===== src/chc_pkg.sv =====
/*
 * chc_pkg: constants, register map and configuration carrier for the
 * channel input conditioning block.
 * Assumes a 32-bit APB master and a 50 MHz system clock.
 */
package chc_pkg;

  // ***********************************************************
  // register offsets (byte addresses)
  // ***********************************************************
  localparam logic [7:0] CHC_OFS_CTRL = 8'h00;
  localparam logic [7:0] CHC_OFS_TYPE = 8'h04;
  localparam logic [7:0] CHC_OFS_UNIT = 8'h08;
  localparam logic [7:0] CHC_OFS_CJC = 8'h0c;
  localparam logic [7:0] CHC_OFS_SCL_HI = 8'h10;
  localparam logic [7:0] CHC_OFS_SCL_LO = 8'h14;
  localparam logic [7:0] CHC_OFS_DP = 8'h18;
  localparam logic [7:0] CHC_OFS_REF1 = 8'h1c;
  localparam logic [7:0] CHC_OFS_SHIFT1 = 8'h20;
  localparam logic [7:0] CHC_OFS_REF2 = 8'h24;
  localparam logic [7:0] CHC_OFS_SHIFT2 = 8'h28;
  localparam logic [7:0] CHC_OFS_TAU = 8'h2c;
  localparam logic [7:0] CHC_OFS_PV = 8'h30;
  localparam logic [7:0] CHC_OFS_STATUS = 8'h34;

  // ***********************************************************
  // field positions
  // ***********************************************************
  localparam int CHC_CTRL_RUN_BIT = 0;
  localparam int CHC_STAT_BUSY_BIT = 0;
  localparam int CHC_STAT_RUN_BIT = 1;

  // ***********************************************************
  // reset values and ranges (counts of the last shown digit)
  // ***********************************************************
  localparam logic [4:0] CHC_RST_TYPE = 5'h05;
  localparam logic CHC_RST_UNIT = 1'b0;
  localparam logic CHC_RST_CJC = 1'b1;
  localparam logic signed [15:0] CHC_RST_SCL_HI = 16'sh03e8;
  localparam logic signed [15:0] CHC_RST_SCL_LO = 16'sh0000;
  localparam logic [1:0] CHC_RST_DP = 2'h1;
  localparam logic signed [15:0] CHC_RST_REF1 = 16'sh0000;
  localparam logic signed [15:0] CHC_RST_REF2 = 16'sh03e8;
  localparam logic signed [15:0] CHC_RST_SHIFT = 16'sh0000;
  localparam logic [13:0] CHC_RST_TAU = 14'h0000;
  localparam logic signed [31:0] CHC_VAL_MIN = -32'sd1999;
  localparam logic signed [31:0] CHC_VAL_MAX = 32'sd9999;
  localparam logic [4:0] CHC_TYPE_MAX = 5'h1e;
  localparam logic [4:0] CHC_TYPE_TC_FIRST = 5'h05;
  localparam logic [4:0] CHC_TYPE_IR_LAST = 5'h18;
  localparam logic [4:0] CHC_TYPE_AN_FIRST = 5'h19;
  localparam logic [4:0] CHC_TYPE_AN_LAST = 5'h1d;

  // ***********************************************************
  // arithmetic and timing
  // ***********************************************************
  localparam logic signed [23:0] CHC_ADC_FULL = 24'sd4095;
  localparam int CHC_FRAC = 8;
  localparam int CHC_DIV_STEPS = 40;
  // interval between raw samples in tenths of a second
  localparam logic [13:0] CHC_SAMPLE_DS = 14'h0001;

  // ***********************************************************
  // configuration carrier
  // ***********************************************************
  typedef struct packed {
    logic [4:0] in_type;
    logic unit_f;
    logic cjc_int;
    logic signed [15:0] scl_hi;
    logic signed [15:0] scl_lo;
    logic [1:0] dp;
    logic signed [15:0] ref1;
    logic signed [15:0] shift1;
    logic signed [15:0] ref2;
    logic signed [15:0] shift2;
    logic [13:0] tau;
  } chc_cfg_t;

  typedef enum logic [2:0] {
    CHC_ST_IDLE = 3'b000,
    CHC_ST_CONV = 3'b001,
    CHC_ST_SHIFT = 3'b011,
    CHC_ST_FILT = 3'b010,
    CHC_ST_OUT = 3'b110
  } chc_state_t;

endpackage


===== src/chc_top.sv =====
/*
 * chc_top: one channel of input conditioning. Raw conversion results are
 * converted (unit or scaling), shifted and filtered into a process value.
 * Assumes an APB master on clk_sys and a front end on the same clock that
 * delivers raw_value with a one-cycle raw_valid strobe.
 */
// The implementer's own choices: the APB register port and the address map.
// Notes on behaviour
// unit 0 reports Celsius, 1 Fahrenheit, default 0; temperature types only
// thermocouple/infrared: method 0 external, 1 internal compensation, default internal
// unit, compensation, scaling limits and decimal point change only while stopped
// analog: range bottom maps to lower limit, top to upper, linear between
// scaling limits and decimal point ignored for temperature input types
// decimal point gives fractional digits 0 to 3, default 1
// if lower limit exceeds upper, the larger acts as upper limit
// two reference inputs and two shifts held, with given ranges and defaults
// shifts follow sensor decimal position; zero digits treated as one
// equal shifts add one offset everywhere, references ignored
// differing shifts interpolate linearly between the two reference inputs
// first-order filter, time constant 0.0 to 999.9 s, default 0.0
// shift line extrapolates beyond references; zero constant passes through
`timescale 1ns/1ps
module chc_top (
  // clock and reset
  input wire logic clk_sys,
  input wire logic arst_n,
  // apb slave
  input wire logic psel,
  input wire logic penable,
  input wire logic pwrite,
  input wire logic [7:0] paddr,
  input wire logic [31:0] pwdata,
  output logic [31:0] prdata,
  output logic pready,
  output logic pslverr,
  // sensor front end
  input wire logic raw_valid,
  input wire logic signed [15:0] raw_value,
  output logic [4:0] fe_in_type,
  output logic fe_cjc_internal,
  // process value
  output logic signed [15:0] pv,
  output logic pv_valid,
  output logic [1:0] pv_dp
);
  import chc_pkg::*;

  // ***********************************************************
  // helpers
  // ***********************************************************
  function automatic logic signed [15:0] clamp_val(input logic signed [31:0] v);
    logic signed [31:0] r;
    r = v;
    if (v < CHC_VAL_MIN)
    begin
      r = CHC_VAL_MIN;
    end
    else if (v > CHC_VAL_MAX)
    begin
      r = CHC_VAL_MAX;
    end
    clamp_val = r[15:0];
  endfunction

  function automatic logic is_analog(input logic [4:0] t);
    is_analog = (t >= CHC_TYPE_AN_FIRST) && (t <= CHC_TYPE_AN_LAST);
  endfunction

  function automatic logic is_tc_ir(input logic [4:0] t);
    is_tc_ir = ((t >= CHC_TYPE_TC_FIRST) && (t <= CHC_TYPE_IR_LAST)) || (t == CHC_TYPE_MAX);
  endfunction

  // decimal digits of a temperature type
  function automatic logic [1:0] temp_dp(input logic [4:0] t);
    case (t)
      5'h01, 5'h02, 5'h03, 5'h04, 5'h06, 5'h08, 5'h0a, 5'h0e, 5'h1e: temp_dp = 2'h1;
      default: temp_dp = 2'h0;
    endcase
  endfunction

  // ***********************************************************
  // register file
  // ***********************************************************
  chc_cfg_t cfg;
  logic run;
  chc_state_t state;
  logic signed [31:0] filt_y;
  logic setup;
  logic wr_en;
  logic locked_reg;
  logic mapped;
  logic signed [31:0] wval;

  assign setup = psel && !penable;
  assign wval = {{16{pwdata[15]}}, pwdata[15:0]};
  assign locked_reg = (paddr == CHC_OFS_TYPE) || (paddr == CHC_OFS_UNIT) ||
                      (paddr == CHC_OFS_CJC) || (paddr == CHC_OFS_SCL_HI) ||
                      (paddr == CHC_OFS_SCL_LO) || (paddr == CHC_OFS_DP);
  assign mapped = (paddr <= CHC_OFS_STATUS) && (paddr[1:0] == 2'b00);
  assign wr_en = psel && penable && pwrite && pready && !pslverr;

  always_ff @(posedge clk_sys or negedge arst_n)
  begin
    if (!arst_n)
    begin
      pready <= 1'b0;
      pslverr <= 1'b0;
      prdata <= 32'h0000_0000;
    end
    else
    begin
      pready <= setup;
      // refuse locked writes while running and any unmapped access
      pslverr <= setup && (!mapped || (pwrite && run && locked_reg));
      prdata <= 32'h0000_0000;
      if (setup && !pwrite)
      begin
        case (paddr)
          CHC_OFS_CTRL: prdata <= {31'h0, run};
          CHC_OFS_TYPE: prdata <= {27'h0, cfg.in_type};
          CHC_OFS_UNIT: prdata <= {31'h0, cfg.unit_f};
          CHC_OFS_CJC: prdata <= {31'h0, cfg.cjc_int};
          CHC_OFS_SCL_HI: prdata <= {{16{cfg.scl_hi[15]}}, cfg.scl_hi};
          CHC_OFS_SCL_LO: prdata <= {{16{cfg.scl_lo[15]}}, cfg.scl_lo};
          CHC_OFS_DP: prdata <= {30'h0, cfg.dp};
          CHC_OFS_REF1: prdata <= {{16{cfg.ref1[15]}}, cfg.ref1};
          CHC_OFS_SHIFT1: prdata <= {{16{cfg.shift1[15]}}, cfg.shift1};
          CHC_OFS_REF2: prdata <= {{16{cfg.ref2[15]}}, cfg.ref2};
          CHC_OFS_SHIFT2: prdata <= {{16{cfg.shift2[15]}}, cfg.shift2};
          CHC_OFS_TAU: prdata <= {18'h0, cfg.tau};
          CHC_OFS_PV: prdata <= {{16{pv[15]}}, pv};
          CHC_OFS_STATUS: prdata <= {30'h0, run, state != CHC_ST_IDLE};
          default: prdata <= 32'h0000_0000;
        endcase
      end
    end
  end

  always_ff @(posedge clk_sys or negedge arst_n)
  begin
    if (!arst_n)
    begin
      run <= 1'b0;
      cfg.in_type <= CHC_RST_TYPE;
      cfg.unit_f <= CHC_RST_UNIT;
      cfg.cjc_int <= CHC_RST_CJC;
      cfg.scl_hi <= CHC_RST_SCL_HI;
      cfg.scl_lo <= CHC_RST_SCL_LO;
      cfg.dp <= CHC_RST_DP;
      cfg.ref1 <= CHC_RST_REF1;
      cfg.shift1 <= CHC_RST_SHIFT;
      cfg.ref2 <= CHC_RST_REF2;
      cfg.shift2 <= CHC_RST_SHIFT;
      cfg.tau <= CHC_RST_TAU;
    end
    else if (wr_en)
    begin
      case (paddr)
        CHC_OFS_CTRL: run <= pwdata[CHC_CTRL_RUN_BIT];
        CHC_OFS_TYPE: cfg.in_type <= (pwdata[4:0] > CHC_TYPE_MAX) ? CHC_TYPE_MAX : pwdata[4:0];
        CHC_OFS_UNIT: cfg.unit_f <= pwdata[0];
        CHC_OFS_CJC: cfg.cjc_int <= pwdata[0];
        CHC_OFS_SCL_HI: cfg.scl_hi <= clamp_val(wval);
        CHC_OFS_SCL_LO: cfg.scl_lo <= clamp_val(wval);
        CHC_OFS_DP: cfg.dp <= pwdata[1:0];
        CHC_OFS_REF1: cfg.ref1 <= clamp_val(wval);
        CHC_OFS_SHIFT1: cfg.shift1 <= clamp_val(wval);
        CHC_OFS_REF2: cfg.ref2 <= clamp_val(wval);
        CHC_OFS_SHIFT2: cfg.shift2 <= clamp_val(wval);
        CHC_OFS_TAU: cfg.tau <= (pwdata[13:0] > 14'd9999) ? 14'd9999 : pwdata[13:0];
        default: run <= run;
      endcase
    end
  end

  // ***********************************************************
  // shared sequential divider (signed, truncating)
  // ***********************************************************
  logic div_start;
  logic div_done;
  logic signed [39:0] div_num;
  logic signed [23:0] div_den;
  logic [39:0] dq;
  logic [23:0] drem;
  logic [23:0] dd;
  logic dneg;
  logic [5:0] dcnt;
  logic [24:0] dtrial;
  logic signed [39:0] div_q;

  assign dtrial = {drem, dq[39]};
  assign div_q = dneg ? -$signed(dq) : $signed(dq);

  always_ff @(posedge clk_sys or negedge arst_n)
  begin
    if (!arst_n)
    begin
      dq <= 40'h0;
      drem <= 24'h0;
      dd <= 24'h0;
      dneg <= 1'b0;
      dcnt <= 6'h0;
      div_done <= 1'b0;
    end
    else
    begin
      div_done <= 1'b0;
      if (div_start)
      begin
        dq <= div_num[39] ? 40'(-div_num) : 40'(div_num);
        dd <= div_den[23] ? 24'(-div_den) : 24'(div_den);
        dneg <= div_num[39] ^ div_den[23];
        drem <= 24'h0;
        dcnt <= 6'(CHC_DIV_STEPS);
      end
      else if (dcnt != 6'h0)
      begin
        if (dtrial >= {1'b0, dd})
        begin
          drem <= 24'(dtrial - {1'b0, dd});
          dq <= {dq[38:0], 1'b1};
        end
        else
        begin
          drem <= dtrial[23:0];
          dq <= {dq[38:0], 1'b0};
        end
        dcnt <= dcnt - 6'h1;
        div_done <= (dcnt == 6'h1);
      end
    end
  end

  // ***********************************************************
  // conditioning pipeline
  // ***********************************************************
  logic [1:0] eff_dp;
  logic signed [15:0] lo_eff;
  logic signed [15:0] hi_eff;
  logic signed [31:0] conv_val;
  logic signed [31:0] corr_val;
  logic signed [31:0] next_corr;
  logic signed [16:0] ref_span;
  logic signed [16:0] shift_span;
  logic signed [4:0] shift_k;
  logic primed;

  // temperature types use their own decimal digits, analog the programmed ones
  assign eff_dp = is_analog(cfg.in_type) ? cfg.dp : temp_dp(cfg.in_type);
  assign lo_eff = (cfg.scl_lo > cfg.scl_hi) ? cfg.scl_hi : cfg.scl_lo;
  assign hi_eff = (cfg.scl_lo > cfg.scl_hi) ? cfg.scl_lo : cfg.scl_hi;
  assign ref_span = 17'(cfg.ref2) - 17'(cfg.ref1);
  assign shift_span = 17'(cfg.shift2) - 17'(cfg.shift1);
  // shifts carry one digit more than the value when it has none
  assign shift_k = (eff_dp == 2'h0) ? 5'sd10 : 5'sd1;
  assign next_corr = corr_val + 32'(div_q);

  always_ff @(posedge clk_sys or negedge arst_n)
  begin
    if (!arst_n)
    begin
      state <= CHC_ST_IDLE;
      div_start <= 1'b0;
      div_num <= 40'sh0;
      div_den <= 24'sh1;
      conv_val <= 32'sh0;
      corr_val <= 32'sh0;
      filt_y <= 32'sh0;
      primed <= 1'b0;
    end
    else
    begin
      div_start <= 1'b0;
      case (state)
        CHC_ST_IDLE:
        begin
          if (raw_valid)
          begin
            div_start <= 1'b1;
            state <= CHC_ST_CONV;
            if (is_analog(cfg.in_type))
            begin
              // raw is the 12-bit position within the input range
              div_num <= 40'(32'(hi_eff - lo_eff) * $signed({1'b0, raw_value[11:0]}));
              div_den <= CHC_ADC_FULL;
              conv_val <= 32'(lo_eff);
            end
            else if (cfg.unit_f)
            begin
              div_num <= 40'(32'(raw_value) * 32'sd9);
              div_den <= 24'sd5;
              conv_val <= (temp_dp(cfg.in_type) == 2'h1) ? 32'sd320 : 32'sd32;
            end
            else
            begin
              div_num <= 40'(raw_value);
              div_den <= 24'sd1;
              conv_val <= 32'sh0;
            end
          end
        end
        CHC_ST_CONV:
        begin
          if (div_done)
          begin
            corr_val <= conv_val + 32'(div_q);
            div_start <= 1'b1;
            state <= CHC_ST_SHIFT;
            if ((cfg.shift1 == cfg.shift2) || (ref_span == 17'sh0))
            begin
              div_num <= 40'(cfg.shift1);
              div_den <= 24'(shift_k);
            end
            else
            begin
              // line through both points, extended past them
              div_num <= 40'(40'(cfg.shift1) * 40'(ref_span) + 40'(shift_span) *
                         40'(conv_val + 32'(div_q) - 32'(cfg.ref1)));
              div_den <= 24'(24'(ref_span) * 24'(shift_k));
            end
          end
        end
        CHC_ST_SHIFT:
        begin
          if (div_done)
          begin
            corr_val <= next_corr;
            if ((cfg.tau == 14'h0) || !primed)
            begin
              filt_y <= next_corr <<< CHC_FRAC;
              primed <= 1'b1;
              state <= CHC_ST_OUT;
            end
            else
            begin
              div_num <= 40'((next_corr <<< CHC_FRAC) - filt_y);
              div_den <= 24'({10'h0, cfg.tau} + {10'h0, CHC_SAMPLE_DS});
              div_start <= 1'b1;
              state <= CHC_ST_FILT;
            end
          end
        end
        CHC_ST_FILT:
        begin
          if (div_done)
          begin
            filt_y <= filt_y + 32'(div_q);
            state <= CHC_ST_OUT;
          end
        end
        CHC_ST_OUT:
        begin
          state <= CHC_ST_IDLE;
        end
        default:
        begin
          state <= CHC_ST_IDLE;
        end
      endcase
    end
  end

  // ***********************************************************
  // outputs
  // ***********************************************************
  always_ff @(posedge clk_sys or negedge arst_n)
  begin
    if (!arst_n)
    begin
      pv <= 16'sh0;
      pv_valid <= 1'b0;
      pv_dp <= CHC_RST_DP;
      fe_in_type <= CHC_RST_TYPE;
      fe_cjc_internal <= CHC_RST_CJC;
    end
    else
    begin
      pv_valid <= (state == CHC_ST_OUT);
      if (state == CHC_ST_OUT)
      begin
        pv <= 16'(filt_y >>> CHC_FRAC);
        pv_dp <= eff_dp;
      end
      fe_in_type <= cfg.in_type;
      // compensation choice only matters for thermocouple and infrared inputs
      fe_cjc_internal <= is_tc_ir(cfg.in_type) ? cfg.cjc_int : 1'b0;
    end
  end

endmodule


===== config.mk =====
export PLATFORM = sky130hd
export DESIGN_NAME = chc_top
export DESIGN_NICKNAME = d
export VERILOG_FILES = /design/src/chc_pkg.sv /design/src/chc_top.sv
export SDC_FILE = /design/constraint.sdc
export NUM_CORES = 2
export LEC_CHECK = 0
export BUFFER_PORTS_ARGS = -buffer_cell sky130_fd_sc_hd__buf_2
export CAP_MARGIN = 10
export CORE_UTILIZATION = 55
export CTS_CLUSTER_DIAMETER = 60
export CTS_CLUSTER_SIZE = 12
export DETAILED_ROUTE_END_ITERATION = 8
export GPL_TIMING_DRIVEN = 0
export PLACE_DENSITY = 0.74
export SLEW_MARGIN = 10
export SYNTH_ARGS = -nofsm -noshare
export SYNTH_HDL_FRONTEND = slang
export SYNTH_SLANG_ARGS = --single-unit

===== constraint.sdc =====
create_clock -name clk_sys -period 25.1 [get_ports clk_sys]
set_input_delay 7.53 -clock clk_sys [delete_from_list [all_inputs] [get_ports clk_sys]]
set_output_delay 7.53 -clock clk_sys [all_outputs]
set_load 0.01 [all_outputs]

==> Word-level counts from Yosys, hierarchy flattened <==
Memory sizes are Yosys's and may differ from the RTL's.
Cells that the tools add are included.
{ "totals": {"ff_bits": 440, "rom_bits": 64, "inputBits": 62, "output_inout_bits": 59, "elab_cells": 217, "n_memories": 2} }
{ "mem_list": {"columns": ["memory", "depth", "width", "rd", "rd_ports_with_merged_regs", "write_ports", "line", "source"], "rows": [
  ["(name not given)", 32, 1, 1, 0, 0, "chc_top.sv:75", "case (t)"],
  ["(name not given)", 32, 1, 1, 0, 0, "chc_top.sv:75", null]
]} }
{ "classes": {"add_sub_neg": 16, "multipliers": 5, "order_cmp": 11, "n_eq_ne": 27, "mux": 65, "bitwise_logic": 1, "n_reduce_logical": 56} }
{ "ops": {"columns": ["operator", "count"], "rows": [
  ["$pmux 32 s14", 1],
  ["$mux 40", 10],
  ["$mux 32", 8],
  ["$mux 24", 9],
  ["$pmux 32 s2", 2],
  ["$pmux 40 s3", 1],
  ["$add 32x32->32", 3],
  ["$pmux 24 s3", 1],
  ["$mux 16", 4],
  ["$sub 16x16->17", 3],
  ["$eq 8x6->1 const B", 6],
  ["$add 33x40->40", 1],
  ["$mul 17x34->40", 1],
  ["$neg 40->40", 1],
  ["$sub 40x32->40", 1],
  ["$sub 33x16->34", 1],
  ["$add 32x32->33", 1],
  ["$mul 16x17->33", 1],
  ["$eq 8x5->1 const B", 4],
  ["$neg 32->32", 1],
  ["$mul 17x13->30", 1],
  ["$reduce_and 2->1", 13],
  ["$ge 25x24->1", 1],
  ["$neg 24->24", 1],
  ["50 further kinds", 105]
]} }

==> Longest topological paths before layout <==
{ "logic_depth": {"depth_word": 9, "ltp_mapped": 47, "depth_no_buf": 47} }

==> Worst setup path before layout <==
No wires, ideal clock.
{ "synth_timing": {"path_kind": "input to register", "startpoint": "input port raw_value[4]", "endpoint": "register div_num[36]", "arrival_ps": 13755, "path_slack_ps": 11219, "cell_stages": 25, "n_path_buf": 3, "cell_sequence": "clkbuf_1 clkbuf_1 nand2_1 fa_1 inv_1 fa_1 inv_1 fa_1 inv_1 fa_1 fa_1 ha_1 a21o_1 a21o_1 a22o_1 a2111o_1 o211a_1 o21ai_0 a21o_1 a21oi_1 o21ai_0 a21oi_1 o31a_1 clkbuf_1 o32a_1"} }
{ "synth_via": {"elab_chain_cells": 5, "elab_cells_between_ends": 6, "cone_classes": "mul (2); mux (4)"} }
{ "synth_lines": {"columns": ["item", "line", "source"], "rows": [
  ["from (decl)", "chc_top.sv:38", "input wire logic signed [15:0] raw_value,"],
  ["$mul 16x5->21", "chc_top.sv:290", "div_num <= 40'(32'(raw_value) * 32'sd9);"],
  ["$mux 40", "chc_top.sv:288", "else if (cfg.unit_f)"],
  ["$mux 40 *", "chc_top.sv:281", "if (is_analog(cfg.in_type))"],
  ["$mux 40 *", "chc_top.sv:277", "if (raw_valid)"],
  ["$pmux 40 s3 *", "chc_top.sv:274", "case (state)"],
  ["to (signal assigned)", "chc_top.sv:284", "div_num <= 40'(32'(hi_eff - lo_eff) * $signed({1'b0, raw_value[11:0]}));"],
  ["to (signal assigned)", "chc_top.sv:290", null],
  ["to (signal assigned)", "chc_top.sv:296", "div_num <= 40'(raw_value);"],
  ["to (decl)", "chc_top.sv:181", "logic signed [39:0] div_num;"]
]} }
Every way passes the cells marked *; elsewhere a longest branch is shown, timed or not. The select of a mux whose other input is x is not followed.
A chain may end at the register's enable or synchronous reset.

==> Worst setup path in the final report <==
{ "layout_timing": {"startpoint": "input port raw_value[1]", "endpoint": "register div_num[38]"} }
The elaborated chain is that of the path after synthesis.

==> results.cfg <==
[global_route]
grt_pass1_wl_um = 374000
grt_max_degree = 107
grtUsageMet2 = 0.568
grt_overflow = 0
grtUsageMet3 = 0.123
grt_busiest_layer = met2
met1_usage = 0.546
antenna_found_initial = 21
track_usage = 0.400
grt_pass1_vias = 59595

[cts]
clk_pin_slew_ns = 0.06
cts_tree = done
cts.path.max_buffers = 3
cts_inserted_buffers = 42
cts_hold_buf = 0
cts_root_buffer = clkbuf_16
ctsResizeCount = 0
htreeDepth = 2
clk_latency_ns = 0.65
postCtsSetupBuffers = 0
clock_sinks = 406

[sta]
rsz0062_at_grt = false
timing.hold.ws_ns = 0.365
worst_pin_slew_ns = 1.41
fmax_mhz = 63.7
post-route-period-util = 0.625
period_needed_ns = 15.69
final.setup_skew_ns = 0.0546
hold_viol = 0
max_slew_margin = 0.0526
slew_violations = 0
fin_tns_setup_ns = 0
finalSetupViolCount = 0

[setup_path]
crit_slowest_cell = clkbuf_1
cp_common_cell = fa_1
slowest_delay_ns = 0.62
cp-startpoint = raw_value[1]
start_kind = input pin
end_kind = register
endpoint = div_num[38]$_DFFE_PN0P_
worst-path-buf-inv = 7
rr_endpoint = div_num[33]$_DFFE_PN0P_
crit_cells = 27
ff2ff_setup_slack_ns = 10.52
r2r_cells = 44
crit_path_max_fanout = 10
path_class = in -> reg
reg2reg_from = dq[0]$_DFFE_PN0P_
critPathArrivalTime_ns = 16.22
crit_family = compound AO/OA/AOI/OAI gates
crit_required_ns = 25.64

[drt]
drc = 1
drtIter0Drc = 6686
vias = 59899
dr.pass1.iters = 9
vias_per_cell = 6.10
ant_nets = 0
wl_um = 251000
wire_per_inst_um = 25.6

[synthesis]
synthCells = 7978
netlist.area_leader.share = 0.303
synth_area_leaders = fa_1, dfrtp_1, ha_1
dominantRegCellSynth = dfrtp_1
synth_edf_count = 0
ys_ff_latch = 406
synth_common_cells = inv_1, fa_1, nand2_1
synthMuxAreaShare = 0.0134
synth_xor_area_frac = 0.0569
synth-warning-count = 0
synth-compound-area-share = 0.136
yosysTopAreaCell = fa_1
syn_area_um2 = 68500
synthAdderAreaFrac = 0.400
synth_simple_gate_area_frac = 0.152
synth_top_family_by_area = adder cells
synth_seq_area_share = 0.149
syn_area_per_cell_um2 = 8.59
synthArstFlopShare = 1.00
ys_types = 106
synth_most_common_cell = inv_1

[outcome]
status = finished with violations
violations = DRC

[final_layout]
area_growth_pct = 6.26
design_area_um2 = 72800
fillers = 11224
finalNetCount = 9773
drive_above_1_share = 0.0395
final_cells = 9819

[placement]
post-dp-hpwl_um = 210000
dp_cells = 9734
port_buffers = 102
place_area_um2 = 71500
gp_congestion = 1.07

[min_path]
hold_path_class = reg -> reg
whs_path_depth = 0

[floorplan]
die_w_um = 355
core_um2 = 124000
die-area_um2 = 126000
initial_core_util = 0.554
fp.dieH_um = 355
rows = 129
ios = 121

[flow_run]
max_cap_violations = 0
==> routing by layer <==
layer	up-vias	share of wire
li1	25899	-
met1	29698	0.40
met2	3604	0.41
met3	684	0.13
met4	14	0.065
met5	-	0.00052
==> flip-flops by register name (all words and copies together) (netlist names), 2 cells and up <==
register / flops
pv_dp: 2
div_den: 22
dcnt: 6
dq: 40
pv: 16
cfg: 119
corr_val: 32
conv_val: 16
filt_y: 32
drem: 24
fe_in_type: 5
state: 3
dd: 24
div_num: 40
prdata: 16
==> how the worst min path moves through the flow <==
| stage | slack, ns | startpoint | end |
|---|---|---|---|
| final | 0.37 | cfg[117]$_DFFE_PN0P_ | fe_in_type[3]$_DFF_PN0_ |
| after floorplan | 0.35 | cfg[117]$_DFFE_PN0P_ | fe_in_type[3]$_DFF_PN0_ |
| after detailed placement | 0.36 | cfg[116]$_DFFE_PN1P_ | fe_in_type[2]$_DFF_PN1_ |
| after global routing | 0.37 | cfg[116]$_DFFE_PN1P_ | fe_in_type[2]$_DFF_PN1_ |
| after global placement | 0.36 | cfg[116]$_DFFE_PN1P_ | fe_in_type[2]$_DFF_PN1_ |
| after CTS | 0.36 | cfg[117]$_DFFE_PN0P_ | fe_in_type[3]$_DFF_PN0_ |
==> cell usage in the layout, fill, tap and decap left out, drive strengths merged, types with 21 or more instances in the layout <==
master	count
inv	1328
fa	1036
nand2	967
nor2	682
ha	532
o21ai	420
dfrtp	385
a21oi	378
clkbuf	370
xnor2	303
buf	163
and2	159
a21o	133
xor2	129
nand2b	99
nor3	91
nand3	84
mux2i	76
a211oi	65
nor2b	59
a31oi	57
o21bai	47
o31ai	45
or3	43
o21a	43
nand4	35
a22oi	35
a22o	27
or2	27
a221oi	24
or4	22
o41ai	22
dfstp	21
==> cells by family after synthesis <==
family | count (synthesis)
AND/OR/NAND/NOR | 2340
buffers and inverters | 1678
adder cells (fa/ha/maj) | 1568
AO/OA/AOI/OAI | 1458
XOR/XNOR | 436
flip-flops | 406
multiplexers | 90
other | 2
==> cell type report <==
type / instances / area, um2 / share of cell area
Clock buffer: 63 / 1150 / 0.0158
Clock inverter: 8 / 103 / 0.00141
Inverter: 1328 / 4980 / 0.0685
Multi-Input combinational cell: 5895 / 52100 / 0.716
Buffer: 350 / 1400 / 0.0192
Sequential cell: 406 / 10200 / 0.140
Antenna cell: 12 / 30.0 / 0.000412
Timing Repair Buffer: 120 / 790 / 0.0108
Tap cell: 1637 / 2050 / 0.0281
==> through the flow <==
step	util	setup WS, ns
finish	0.589	9.41
global route	0.589	9.26
CTS	0.588	9.67
detailed placement	0.578	9.07
global placement	0.575	8.07
floorplan	-	11.22
Power is not shown: default switching activity piles up to over one toggle a cycle in this logic, so the estimate is an artifact.
